<file path="src/psi_defs.vh">
`ifndef PSI_DEFS_VH
`define PSI_DEFS_VH

// ----------------------------------------------------------------
// Register addresses on the management interface
// ----------------------------------------------------------------
`define PSI_ADDR_BASIC_STATUS 5'h01
`define PSI_ADDR_SUMMARY 5'h10
`define PSI_ADDR_INT_CTRL 5'h11
`define PSI_ADDR_EVENT_STATUS 5'h12

// ----------------------------------------------------------------
// Summary status field positions
// ----------------------------------------------------------------
`define PSI_SUM_IRQ 7
`define PSI_SUM_RFAULT 6
`define PSI_SUM_JABBER 5
`define PSI_SUM_ANC 4
`define PSI_SUM_LOOP 3
`define PSI_SUM_DUPLEX 2
`define PSI_SUM_SPEED10 1
`define PSI_SUM_LINK 0
`define PSI_SUM_UPPER 8'h00

// ----------------------------------------------------------------
// Interrupt control fields and reset values
// ----------------------------------------------------------------
`define PSI_ICR_TEST_FORCE 2
`define PSI_ICR_EVENT_EN 1
`define PSI_ICR_OE 0
`define PSI_ICR_RESERVED 13'h0000
`define PSI_ICR_RESET 3'h0

// ----------------------------------------------------------------
// Event status register: flags in the upper byte, enables below
// ----------------------------------------------------------------
`define PSI_EVT_FLAG_MSB 15
`define PSI_EVT_FLAG_LSB 8
`define PSI_EVT_EN_MSB 7
`define PSI_EVT_RESET 8'h00

// ----------------------------------------------------------------
// Serial management frame constants
// ----------------------------------------------------------------
`define PSI_PRE_LEN 6'd32
`define PSI_HDR_LAST 6'd12
`define PSI_DATA_LAST 6'd15
`define PSI_OP_READ 2'h2
`define PSI_OP_WRITE 2'h1

`endif

</file>
<file path="src/psi_mgmt_serial.v">
`timescale 1ns/100ps
`default_nettype none
`include "psi_defs.vh"

// Serial management slave: decodes frames clocked by the station's
// management clock and turns them into register strobes on CLK.
module psi_mgmt_serial #(
   parameter [4:0] PHY_ADDR = 5'h01
) (
   input wire clk,
   input wire rst,
   input wire mdc_pin,
   input wire mdio_pin,
   output reg mdio_o,
   output reg mdio_oe,
   output reg rd_stb,
   output reg wr_stb,
   output reg [4:0] reg_addr,
   output reg [15:0] wr_data,
   input wire [15:0] rd_data
);

   // ----------------------------------------------------------------
   // Frame states
   // ----------------------------------------------------------------
   localparam [1:0] S_PRE = 2'h0;  // Counting preamble ones.
   localparam [1:0] S_HDR = 2'h1;  // Collecting start, opcode and addresses.
   localparam [1:0] S_TA = 2'h2;   // Turnaround.
   localparam [1:0] S_DATA = 2'h3; // Sixteen data bits.

   reg mdc_s1, mdc_s2, mdc_d;  // Clock pin synchroniser and edge history.
   reg mdio_s1, mdio_s2;       // Data pin synchroniser.
   reg [1:0] state;            // Current frame phase.
   reg [5:0] cnt;              // Bit counter within a phase.
   reg [15:0] shift;           // Shared shift register for both directions.
   reg is_read;                // Frame in progress is a read.
   wire mdc_rise;              // Rising edge of the management clock.
   wire bit_in;                // Sampled data bit.
   wire [12:0] hdr;            // Header as it stands after its last bit.

   assign mdc_rise = mdc_s2 & ~mdc_d;
   assign bit_in = mdio_s2;
   assign hdr = {shift[11:0], bit_in};

   // ----------------------------------------------------------------
   // Pin synchronisers
   // ----------------------------------------------------------------
   // Both pins pass the same depth so that a bit lines up with its edge.
   always @(posedge clk or posedge rst) begin
      if (rst) begin
         mdc_s1 <= 1'b0;
         mdc_s2 <= 1'b0;
         mdc_d <= 1'b0;
         mdio_s1 <= 1'b1;
         mdio_s2 <= 1'b1;
      end else begin
         mdc_s1 <= mdc_pin;
         mdc_s2 <= mdc_s1;
         mdc_d <= mdc_s2;
         mdio_s1 <= mdio_pin;
         mdio_s2 <= mdio_s1;
      end
   end

   // ----------------------------------------------------------------
   // Frame sequencer
   // ----------------------------------------------------------------
   // The device changes its driven bit just after a rising edge, so the
   // station sees it stable at the following rising edge.
   always @(posedge clk or posedge rst) begin
      if (rst) begin
         state <= S_PRE;
         cnt <= 6'd0;
         shift <= 16'h0000;
         is_read <= 1'b0;
         mdio_o <= 1'b1;
         mdio_oe <= 1'b0;
         rd_stb <= 1'b0;
         wr_stb <= 1'b0;
         reg_addr <= 5'h00;
         wr_data <= 16'h0000;
      end else begin
         rd_stb <= 1'b0;
         wr_stb <= 1'b0;
         if (rd_stb) begin
            // Capture in the strobe cycle, before any clear-on-read lands.
            shift <= rd_data;
         end else if (mdc_rise) begin
            case (state)
               S_PRE: begin
                  if (bit_in) begin
                     if (cnt != `PSI_PRE_LEN) begin
                        cnt <= cnt + 6'd1;
                     end
                  end else if (cnt == `PSI_PRE_LEN) begin
                     // First start bit seen after a full preamble.
                     state <= S_HDR;
                     cnt <= 6'd0;
                     shift <= 16'h0000;
                  end else begin
                     cnt <= 6'd0;
                  end
               end
               S_HDR: begin
                  shift <= {shift[14:0], bit_in};
                  cnt <= cnt + 6'd1;
                  if (cnt == `PSI_HDR_LAST) begin
                     cnt <= 6'd0;
                     if (hdr[12] && hdr[9:5] == PHY_ADDR &&
                         (hdr[11:10] == `PSI_OP_READ || hdr[11:10] == `PSI_OP_WRITE)) begin
                        state <= S_TA;
                        reg_addr <= hdr[4:0];
                        is_read <= (hdr[11:10] == `PSI_OP_READ);
                        rd_stb <= (hdr[11:10] == `PSI_OP_READ);
                     end else begin
                        // Frames for another address are ignored whole.
                        state <= S_PRE;
                     end
                  end
               end
               S_TA: begin
                  cnt <= cnt + 6'd1;
                  if (cnt == 6'd0) begin
                     if (is_read) begin
                        mdio_oe <= 1'b1;
                        mdio_o <= 1'b0;
                     end
                  end else begin
                     state <= S_DATA;
                     cnt <= 6'd0;
                     if (is_read) begin
                        mdio_o <= shift[15];
                        shift <= {shift[14:0], 1'b0};
                     end
                  end
               end
               S_DATA: begin
                  cnt <= cnt + 6'd1;
                  if (is_read) begin
                     if (cnt == `PSI_DATA_LAST) begin
                        mdio_oe <= 1'b0;
                        mdio_o <= 1'b1;
                        state <= S_PRE;
                        cnt <= 6'd0;
                     end else begin
                        mdio_o <= shift[15];
                        shift <= {shift[14:0], 1'b0};
                     end
                  end else begin
                     shift <= {shift[14:0], bit_in};
                     if (cnt == `PSI_DATA_LAST) begin
                        wr_data <= {shift[14:0], bit_in};
                        wr_stb <= 1'b1;
                        state <= S_PRE;
                        cnt <= 6'd0;
                     end
                  end
               end
               default: begin
                  state <= S_PRE;
                  cnt <= 6'd0;
               end
            endcase
         end
      end
   end

endmodule // psi_mgmt_serial

`default_nettype wire

</file>
<file path="src/psi_status_irq.v">
`timescale 1ns/100ps
`default_nettype none
`include "psi_defs.vh"

// Behaviour
// Remote fault latches; clears on basic-status read
// Jabber bit mirrors input, no read clear
// Bit 4 shows auto-negotiation complete
// Bit 3 shows loopback enabled
// Bit 2 shows full duplex
// Software trusts duplex/speed only with link
// Bit 1 shows 10 Mb/s speed
// Bit 0 mirrors link, no read clear
// Control bits 15:3 ignore writes, read zero
// Test bit keeps forcing an interrupt
// Global enable gates individually enabled events
// Control bit 0 selects shared pin direction
// Six event source kinds feed interrupts; the code has eight event flags
// Software sets event enables before expecting interrupts
// Status and control fields reset to zero
// Event flags set always, clear on read
// Bit 7 shows pending; event read clears
// Pin asserts on test or enabled event
module psi_status_irq #(
   parameter [4:0] PHY_ADDR = 5'h01
) (
   input wire CLK,
   input wire SYS_RST,
   input wire MDC,
   input wire MDIO_I,
   output wire MDIO_O,
   output wire MDIO_OE,
   input wire AN_REMOTE_FAULT,
   input wire JABBER,
   input wire AN_COMPLETE,
   input wire LOOPBACK_ON,
   input wire FULL_DUPLEX,
   input wire SPEED_10,
   input wire LINK_UP,
   input wire ENERGY_DETECT_CHANGE,
   input wire LINK_QUALITY_EVENT,
   input wire FALSE_CARRIER_HALF,
   input wire RX_ERROR_HALF,
   input wire POWERDOWN_OR_IRQ_PIN_I,
   output reg POWERDOWN_OR_IRQ_PIN_O,
   output reg POWERDOWN_OR_IRQ_PIN_OE,
   output reg POWER_DOWN
);

   // ----------------------------------------------------------------
   // Declarations
   // ----------------------------------------------------------------
   wire rd_stb;             // One-cycle register read strobe.
   wire wr_stb;             // One-cycle register write strobe.
   wire [4:0] reg_addr;     // Register addressed by the current frame.
   wire [15:0] wr_data;     // Write data from the current frame.
   reg [15:0] rd_data;      // Read data for the addressed register.
   reg st_jabber;           // Registered jabber indication.
   reg st_anc;              // Registered auto-negotiation complete.
   reg st_loop;             // Registered loopback state.
   reg st_duplex;           // Registered duplex outcome.
   reg st_speed10;          // Registered speed outcome.
   reg st_link;             // Registered link state.
   reg rfault;              // Sticky remote fault.
   reg icr_test_force;      // Test interrupt force.
   reg icr_event_en;        // Global event interrupt enable.
   reg icr_oe;              // Shared pin configured as interrupt output.
   reg [7:0] evt_flag;      // Event flags, clear on read.
   reg [7:0] evt_en;        // Per-event interrupt enables.
   reg irq_pend;            // Internal interrupt pending.
   reg pd_s1, pd_s2;        // Shared pin synchroniser.
   wire [7:0] new_evt;      // Events occurring this cycle.
   wire clr_evt;            // Event status register is being read.
   wire clr_rfault;         // Basic status register is being read.

   // ----------------------------------------------------------------
   // Management interface
   // ----------------------------------------------------------------
   // The serial slave owns the pin timing; this block only sees one-cycle
   // strobes, so every register below lives wholly in the CLK domain.
   psi_mgmt_serial #(
      .PHY_ADDR(PHY_ADDR)
   ) u_mgmt (
      .clk(CLK),
      .rst(SYS_RST),
      .mdc_pin(MDC),
      .mdio_pin(MDIO_I),
      .mdio_o(MDIO_O),
      .mdio_oe(MDIO_OE),
      .rd_stb(rd_stb),
      .wr_stb(wr_stb),
      .reg_addr(reg_addr),
      .wr_data(wr_data),
      .rd_data(rd_data)
   );

   assign clr_evt = rd_stb && (reg_addr == `PSI_ADDR_EVENT_STATUS);
   assign clr_rfault = rd_stb && (reg_addr == `PSI_ADDR_BASIC_STATUS);

   // Status levels arrive on CLK from the PHY core, so change events are
   // plain comparisons of the input against its registered copy.
   assign new_evt = {LINK_QUALITY_EVENT,
                     ENERGY_DETECT_CHANGE,
                     LINK_UP ^ st_link,
                     SPEED_10 ^ st_speed10,
                     FULL_DUPLEX ^ st_duplex,
                     AN_COMPLETE & ~st_anc,
                     FALSE_CARRIER_HALF,
                     RX_ERROR_HALF};

   // ----------------------------------------------------------------
   // Summary status capture
   // ----------------------------------------------------------------
   // Copies reset low so the register reads zero straight after reset.
   always @(posedge CLK or posedge SYS_RST) begin
      if (SYS_RST) begin
         st_jabber <= 1'b0;
         st_anc <= 1'b0;
         st_loop <= 1'b0;
         st_duplex <= 1'b0;
         st_speed10 <= 1'b0;
         st_link <= 1'b0;
         rfault <= 1'b0;
      end else begin
         st_jabber <= JABBER;
         st_anc <= AN_COMPLETE;
         st_loop <= LOOPBACK_ON;
         st_duplex <= FULL_DUPLEX;
         st_speed10 <= SPEED_10;
         st_link <= LINK_UP;
         // A fault reported in the clearing cycle is kept.
         if (AN_REMOTE_FAULT) begin
            rfault <= 1'b1;
         end else if (clr_rfault) begin
            rfault <= 1'b0;
         end
      end
   end

   // ----------------------------------------------------------------
   // Control and event registers
   // ----------------------------------------------------------------
   // Writes land the cycle after the strobe. A read of the event register
   // and a new event in the same cycle keep the event, so none is lost.
   always @(posedge CLK or posedge SYS_RST) begin
      if (SYS_RST) begin
         icr_test_force <= 1'b0;
         icr_event_en <= 1'b0;
         icr_oe <= 1'b0;
         evt_en <= `PSI_EVT_RESET;
         evt_flag <= `PSI_EVT_RESET;
         irq_pend <= 1'b0;
      end else begin
         if (wr_stb && reg_addr == `PSI_ADDR_INT_CTRL) begin
            // Only the three defined bits are stored.
            icr_test_force <= wr_data[`PSI_ICR_TEST_FORCE];
            icr_event_en <= wr_data[`PSI_ICR_EVENT_EN];
            icr_oe <= wr_data[`PSI_ICR_OE];
         end
         if (wr_stb && reg_addr == `PSI_ADDR_EVENT_STATUS) begin
            evt_en <= wr_data[`PSI_EVT_EN_MSB:0];
         end
         // Flags latch regardless of enables; a new event beats the read clear.
         evt_flag <= (evt_flag & ~{8{clr_evt}}) | new_evt;
         // Test force re-arms every cycle; events need both enables.
         if (icr_test_force || (icr_event_en && |(new_evt & evt_en))) begin
            irq_pend <= 1'b1;
         end else if (clr_evt) begin
            irq_pend <= 1'b0;
         end
      end
   end

   // ----------------------------------------------------------------
   // Shared power-down / interrupt pin
   // ----------------------------------------------------------------
   // The pin is active low in both directions; idle level is high.
   always @(posedge CLK or posedge SYS_RST) begin
      if (SYS_RST) begin
         pd_s1 <= 1'b1;
         pd_s2 <= 1'b1;
         POWERDOWN_OR_IRQ_PIN_O <= 1'b1;
         POWERDOWN_OR_IRQ_PIN_OE <= 1'b0;
         POWER_DOWN <= 1'b0;
      end else begin
         pd_s1 <= POWERDOWN_OR_IRQ_PIN_I;
         pd_s2 <= pd_s1;
         // Direction and level come from the same stored bit and change on
         // one edge, so the pin never shows a level before its direction.
         POWERDOWN_OR_IRQ_PIN_OE <= icr_oe;
         POWERDOWN_OR_IRQ_PIN_O <= ~(icr_oe & irq_pend);
         // Input sense is ignored while the pin is being driven.
         POWER_DOWN <= ~icr_oe & ~pd_s2;
      end
   end

   // ----------------------------------------------------------------
   // Read data multiplexer
   // ----------------------------------------------------------------
   // Combinational on purpose: the serial slave captures this word in the
   // strobe cycle, before any clear-on-read side effect takes hold.
   // Unmapped addresses, including basic status, read as zero here.
   always @* begin
      case (reg_addr)
         `PSI_ADDR_SUMMARY: begin
            rd_data = {`PSI_SUM_UPPER, irq_pend, rfault, st_jabber, st_anc,
                       st_loop, st_duplex, st_speed10, st_link};
         end
         `PSI_ADDR_INT_CTRL: begin
            rd_data = {`PSI_ICR_RESERVED, icr_test_force, icr_event_en, icr_oe};
         end
         `PSI_ADDR_EVENT_STATUS: begin
            rd_data = {evt_flag, evt_en};
         end
         default: begin
            rd_data = 16'h0000;
         end
      endcase
   end

endmodule // psi_status_irq

`default_nettype wire

</file>
<file path="config.mk">
export PLATFORM = sky130hd
export DESIGN_NAME = psi_status_irq
export DESIGN_NICKNAME = d
export VERILOG_FILES = /design/src/psi_mgmt_serial.v /design/src/psi_status_irq.v
export VERILOG_INCLUDE_DIRS = /design/src
export SDC_FILE = /design/constraint.sdc
export NUM_CORES = 1
export LEC_CHECK = 0
export BUFFER_PORTS_ARGS = -buffer_cell sky130_fd_sc_hd__buf_2
export CAP_MARGIN = 10
export CORE_ASPECT_RATIO = 0.7
export CORE_MARGIN = 10
export CORE_UTILIZATION = 35
export CTS_CLUSTER_DIAMETER = 60
export CTS_CLUSTER_SIZE = 10
export DETAILED_ROUTE_END_ITERATION = 10
export GPL_ROUTABILITY_DRIVEN = 0
export PLACE_DENSITY = 0.51
export SYNTH_ARGS = -nofsm -noshare
export SYNTH_HDL_FRONTEND = slang
export SYNTH_SLANG_ARGS = --single-unit
</file>
<file path="constraint.sdc">
create_clock -name CLK -period 4.3 [get_ports CLK]
set_input_delay 1.29 -clock CLK [delete_from_list [all_inputs] [get_ports CLK]]
set_output_delay 1.29 -clock CLK [all_outputs]
set_load 0.05 [all_outputs]
</file>
* Word-level counts from Yosys, hierarchy flattened
Index checks and enable logic that the tools add are counted.
** Cells by class
- Add/subtract/negate cells :: 1
- Equality and inequality tests :: 28
- Multiplexer cells :: 48
- Bitwise gates (word level) :: 18
- Reductions and logical operators :: 23
** Operators with widths (count)
- 16-bit two-way mux :: 8
- 16-bit one-hot mux with 4 select lines :: 1
- 16-bit one-hot mux with 3 select lines :: 1
- 6-bit two-way mux :: 5
- 6-bit one-hot mux with 4 select lines :: 1
- 1-bit two-way mux :: 23
- 8-bit AND :: 2
- 5-bit equality test (second input constant) :: 3
- 5-bit AND reduction :: 3
- 7-bit AND reduction :: 2
- 6-bit by 4-bit equality test with 1-bit output (second input constant) :: 2
- 2-bit two-way mux :: 6
- 2-bit by 1-bit inequality test with 1-bit output (second input constant) :: 6
- 5-bit by 1-bit equality test with 1-bit output (second input constant) :: 2
- 8-bit inverter :: 1
- 8-bit OR :: 1
- 2-bit one-hot mux with 4 select lines :: 1
- 2-bit nonzero test :: 4
- 8-bit OR reduction :: 1
- 1-bit logical AND :: 7
- 1-bit inverter :: 7
- 6-bit by 1-bit adder with 6-bit output (second input constant) :: 1
- 2-bit equality test (second input constant) :: 3
- 6-bit equality test (second input constant) :: 1
- other kinds (15) :: 26
** Word-level totals
- Register bits after elaboration :: 79
- Input port bits :: 16
- Output and inout bits :: 5
- Word-level logic and storage cells :: 151

* Depth between registers and ports, before layout
- Word-level depth :: 8
- Depth in mapped cells :: 8
- Mapped depth without buffers :: 7

* By module
Synthesis repeated with hierarchy kept, for this count alone.
** Unflattened totals
- Cell total of the unflattened synthesis :: 372
- Area total of the unflattened synthesis :: 4312.9 sq um
** Modules (own cells, without submodules)
- psi_mgmt_serial :: times used 1, cells each 272, area an instance 2950.3 sq um, sequential area each 1380.1 sq um
- psi_status_irq :: times used 1, cells each 100, area an instance 1362.6 sq um, sequential area each 804.5 sq um

* Worst setup path before layout
Ideal clock, no wire load.
- Kind :: input -> register
- Start :: input LINK_UP
- End :: register irq_pend
- Library setup time :: 126 ps
- Data arrival time :: 2092 ps
- Data required time :: 4174 ps
- Path slack :: 2082 ps
- Stages on the path :: 4
- Buffers on the path :: 0
- Path through :: xor2_1 -> a222oi_1 -> nand2_1 -> a221o_1
** On the way
- Longest elaborated chain between the ends :: 6
- Elaborated cells between the ends (all ways) :: 7
- Classes of those cells :: 1 x mux; 2 x bitwise; 4 x reduce/logical
** Ends and longest elaborated chain
- start, declared :: line psi_status_irq.v:39 : input wire LINK_UP,
- 1-bit XOR * :: line psi_status_irq.v:104 : LINK_UP ^ st_link,
- 8-bit AND * :: line psi_status_irq.v:166 : if (icr_test_force || (icr_event_en && |(new_evt & evt_en))) begin
- 8-bit OR reduction * :: line psi_status_irq.v:166
- 1-bit logical AND * :: line psi_status_irq.v:166
- 1-bit logical OR * :: line psi_status_irq.v:166
- 1-bit two-way mux or 2-bit nonzero test (tied branches)
- end signal, assigned :: line psi_status_irq.v:152 : irq_pend <= 1'b0;
- end signal, assigned :: line psi_status_irq.v:167 : irq_pend <= 1'b1;
- end signal, assigned :: line psi_status_irq.v:169 : irq_pend <= 1'b0;
- end, declared :: line psi_status_irq.v:70 : reg irq_pend;
Every way passes the cells marked *; elsewhere a longest branch is shown, timed or not.
A chain may end at the register's enable or synchronous reset.

* Worst setup path in the final report
- Start :: register u_mgmt.cnt[0]
- End :: register u_mgmt.shift[14]
** On the way
- Longest elaborated chain between the ends :: 3
- Elaborated cells between the ends (all ways) :: 7
- Classes of those cells :: 5 x eq/ne; 2 x reduce/logical
** Ends and longest elaborated chain
- start, declared :: line psi_mgmt_serial.v:34 : reg [5:0] cnt;
- start signal, assigned :: line psi_mgmt_serial.v:93 : cnt <= cnt + 6'd1;
- start signal, assigned :: line psi_mgmt_serial.v:106 : cnt <= cnt + 6'd1;
- start signal, assigned :: line psi_mgmt_serial.v:122 : cnt <= cnt + 6'd1;
- 6-bit by 4-bit equality test with 1-bit output (no line) (tied with other cells)
- 4-bit by 3-bit inequality test with 1-bit output (no line) (tied with other cells)
- 6-bit AND reduction (no line) *
- end signal, assigned :: line psi_mgmt_serial.v:87 : shift <= rd_data;
- end signal, assigned :: line psi_mgmt_serial.v:105 : shift <= {shift[14:0], bit_in};
- end signal, assigned :: line psi_mgmt_serial.v:133 : shift <= {shift[14:0], 1'b0};
- end, declared :: line psi_mgmt_serial.v:35 : reg [15:0] shift;
Marks and branches as above.

==> impl_results.md <==
- Metal3 WL: between 500 and 600 microns
- Skew-Pair Late Insertion Delay: roughly 0.33 ns
- Max stage delay on crit path: around 0.57 ns
- Starting density of the core: 36.5%
- Mapped Area: about 3600 sq um
- RSZ-0062 raised after global routing: no
- Top Metal Used: met4
- Synthesis-to-finish area growth: 13.3%
- Worst hold path class: reg -> reg
- Multi-input logic area: around 1500 sq um
- Sequential fraction of design power: around half
- CTS Root Cell: clkbuf_16
- Post-CTS Setup Bufs: 0
- Count of final max-slew check failures: 0
- Routed Antenna Nets: 0
- Slowest CP cell: o22ai_4
- Hold_ws: 0.349 ns
- Switch Pwr: 345 uW
- Gr usage total: between 10% and 20%
- Die height: 105 microns
- Main synth FF type: dfrtp_1
- Most common cell in the netlist: dfrtp_1
- Arr. time, crit path: 2.77 ns
- Syn_nets: around 320
- Gate Count Post-Synth: 300
- Final wirelength: slightly above 8 mm
- Critical Path RT: 4.51 ns
- Ranking of synthesized cells by area: dfrtp_1, mux2_2, nand2_1, dfstp_2, mux2_4
- TritonCTS buffer count: 9
- TNS Setup: 0 ns
- Initial drt markers: 130
- Crit. End Element: flip-flop
- Critical path cell sequence: inv_1 -> ha_1 -> nor3b_2 -> nand2_1 -> a31o_1 -> o22ai_4 -> mux2_2
- First-pass DRT Iterations: 6
- Max Clk Rate: a little under 400 MHz
- Sw frac: roughly 22%
- PwrDens: roughly 380 nW/um^2
- Yosys top cell area share: approximately 51%
- Core area: 9870 sq um
- Crit Path Max Fanout: 16
- Port Buf Inserts: 20
- Clk sinks: 79
- Die area: 14800 sq um
- Share of layout cells above drive strength 1: approximately a quarter
- Ys async rst share: between 90% and 100%
- Critical path startpoint category: flip-flop
- Bufs and invs on worst path: 1
- # diodes: 0
- First-pass GRT wire length: between 10 and 15 mm
- Status: finished clean
- Post-cts sizing count: 0
- Final hold viol count: 0
- Netlist cell types: between 50 and 60
- Largest net degree at the start of global routing: 59
- Setup CP Type: reg -> reg
- Worst-margin pin slew: between 1 and 1.5 ns
- Via count: about 2300
- Dpl hpwl: roughly 5.7 mm
- Pwr Total: 1550 uW
- Leak pwr: roughly 0.0019 uW
- Grt ovf: 0
- M1 WL: about 4.3 mm
- Period utilisation layout: 59.5%
- Post-CTS Hold Fix Bufs: 0
- I/O pin cnt: 21
- Via/cell ratio: a little over 5
- Synth top cells by count: dfrtp_1, nand2_1, mux2_2
- Die Width: 141 microns
- Final setup viols: 0
- Skew final: 0.00868 ns
- Layout fillers: ~940
- Clock period minus worst slack: ~2.6 ns
- Nets: 341
- Synthesized area per cell: between 10 and 15 sq um
- Slew HR: about 23%
- Internal Power: roughly 1200 uW
- Register Area: 1980 sq um
- Drt drc: 0
- CTS tree: done
- DR WL/cell: about 18 microns
- Peak supply drop: slightly above 200 uV
- Initial antenna violation count: 0
- Family with the most delay on the worst path: compound AO/OA/AOI/OAI gates
- Biggest area consumer among synthesized cells: dfrtp_1
- Cell row count: 30
- Clock Tree Buf Depth: 2
- Max-Cap Viols: 0
- Yosys reg bits: 79
- Number of synthesized flops with an enable pin: 0
- Routed met2 length: approximately 3.2 mm
- Combinational Power Share: ~4.6%
- Clock share of power: between 40% and 50%
- H-tree depth: 3
- Clock-pin slew on the worst setup and hold paths: 0.06 ns
- Post-synthesis sequential area ratio: a little under three fifths
- Vias in the first global route: 2366
- Synth warn: 0
## logic make-up after synthesis
group | after synthesis | share of synthesized area (%)
buffers and inverters | 17 | 2.68
AND/OR/NAND/NOR | 96 | 14.6
XOR/XNOR | 7 | 1.70
AO/OA/AOI/OAI | 56 | 11.3
flip-flops | 79 | 55.1
adder cells (fa/ha/maj) | 3 | 1.04
multiplexers | 42 | 13.6
## power by group through the flow
stage          Clock (uW)  Sequential [uW]  Combinational [uW]
6_report              708              767                70.8
2_1_floorplan           0              779                47.9
3_5_place_dp            0              780                72.0
5_1_grt               757              769                81.8
4_1_cts               724              767                72.4
3_3_place_gp            0              780                72.1
## layout make-up
class,instances,share of cell area (%)
Clock buffer,12,6.29
Clock inverter,3,0.460
Inverter,6,0.583
Multi-Input combinational cell,204,37.3
Sequential cell,79,48.7
Tap cell,128,3.93
Timing Repair Buffer,22,2.82
## routing by layer
layer | GRT usage [%] | vias up
met4 | 3.75 | 0
met1 | 17.0 | 1153
met5 | 0 | -
met3 | 3.75 | 4
met2 | 14.4 | 59
li1 | - | 1121
## worst paths after layout
kind                       cells past startpoint     startpoint          endpoint  slack [ns]
setup / recovery                               7  u_mgmt.cnt[0]  u_mgmt.shift[14]        1.74
hold / removal                                 0  u_mgmt.mdc_s1     u_mgmt.mdc_s2        0.35
setup reg to reg                               7  u_mgmt.cnt[0]  u_mgmt.shift[14]        1.74
hold reg to reg                                0  u_mgmt.mdc_s1     u_mgmt.mdc_s2        0.35
max in group asynchronous                      3        SYS_RST     u_mgmt.mdio_o        2.38
min in group asynchronous                      2        SYS_RST     u_mgmt.cnt[3]        1.15
## flip-flops by register name, summed over array words and instances, names as in the netlist, 5 cells and up, named ones only
| signal | count |
|---|---|
| u_mgmt.cnt | 6 |
| u_mgmt.wr_data | 8 |
| u_mgmt.reg_addr | 5 |
| evt_flag | 8 |
| evt_en | 8 |
| u_mgmt.shift | 16 |
## per-stage QoR
step / setup slack, ns / utilization (%) / std cells / cell area (sq um)
6_report: 1.74 / 41.3 / 454 / 4080
3_5_place_dp: 1.78 / 38.5 / 439 / 3800
3_3_place_gp: 1.84 / 38.5 / 439 / 3800
5_1_grt: 1.58 / 41.3 / 454 / 4080
2_1_floorplan: 0.997 / - / 300 / 3600
4_1_cts: 1.73 / 41.3 / 454 / 4080
## cells in the final DEF, fill, tap and decap left out, types with 2 or more instances in the layout
| cell | n |
|---|---|
| o21ai_0 | 12 |
| nand2_1 | 43 |
| clkinv_2 | 3 |
| clkbuf_8 | 2 |
| ha_1 | 3 |
| dfstp_2 | 6 |
| buf_2 | 20 |
| a21oi_1 | 6 |
| nor4b_1 | 2 |
| a21o_1 | 10 |
| mux2_4 | 8 |
| nand2b_1 | 3 |
| inv_1 | 5 |
| clkbuf_16 | 9 |
| nor3b_2 | 2 |
| a31oi_1 | 4 |
| nor2_1 | 13 |
| a22o_1 | 10 |
| and2_1 | 2 |
| nor2b_1 | 6 |
| mux2i_1 | 11 |
| dfrtp_1 | 73 |
| nand3_1 | 7 |
| nand4_1 | 4 |
| a22oi_1 | 3 |
| buf_4 | 2 |
| xor2_1 | 7 |
| mux2_2 | 23 |
(Power assumes the default switching activity.)
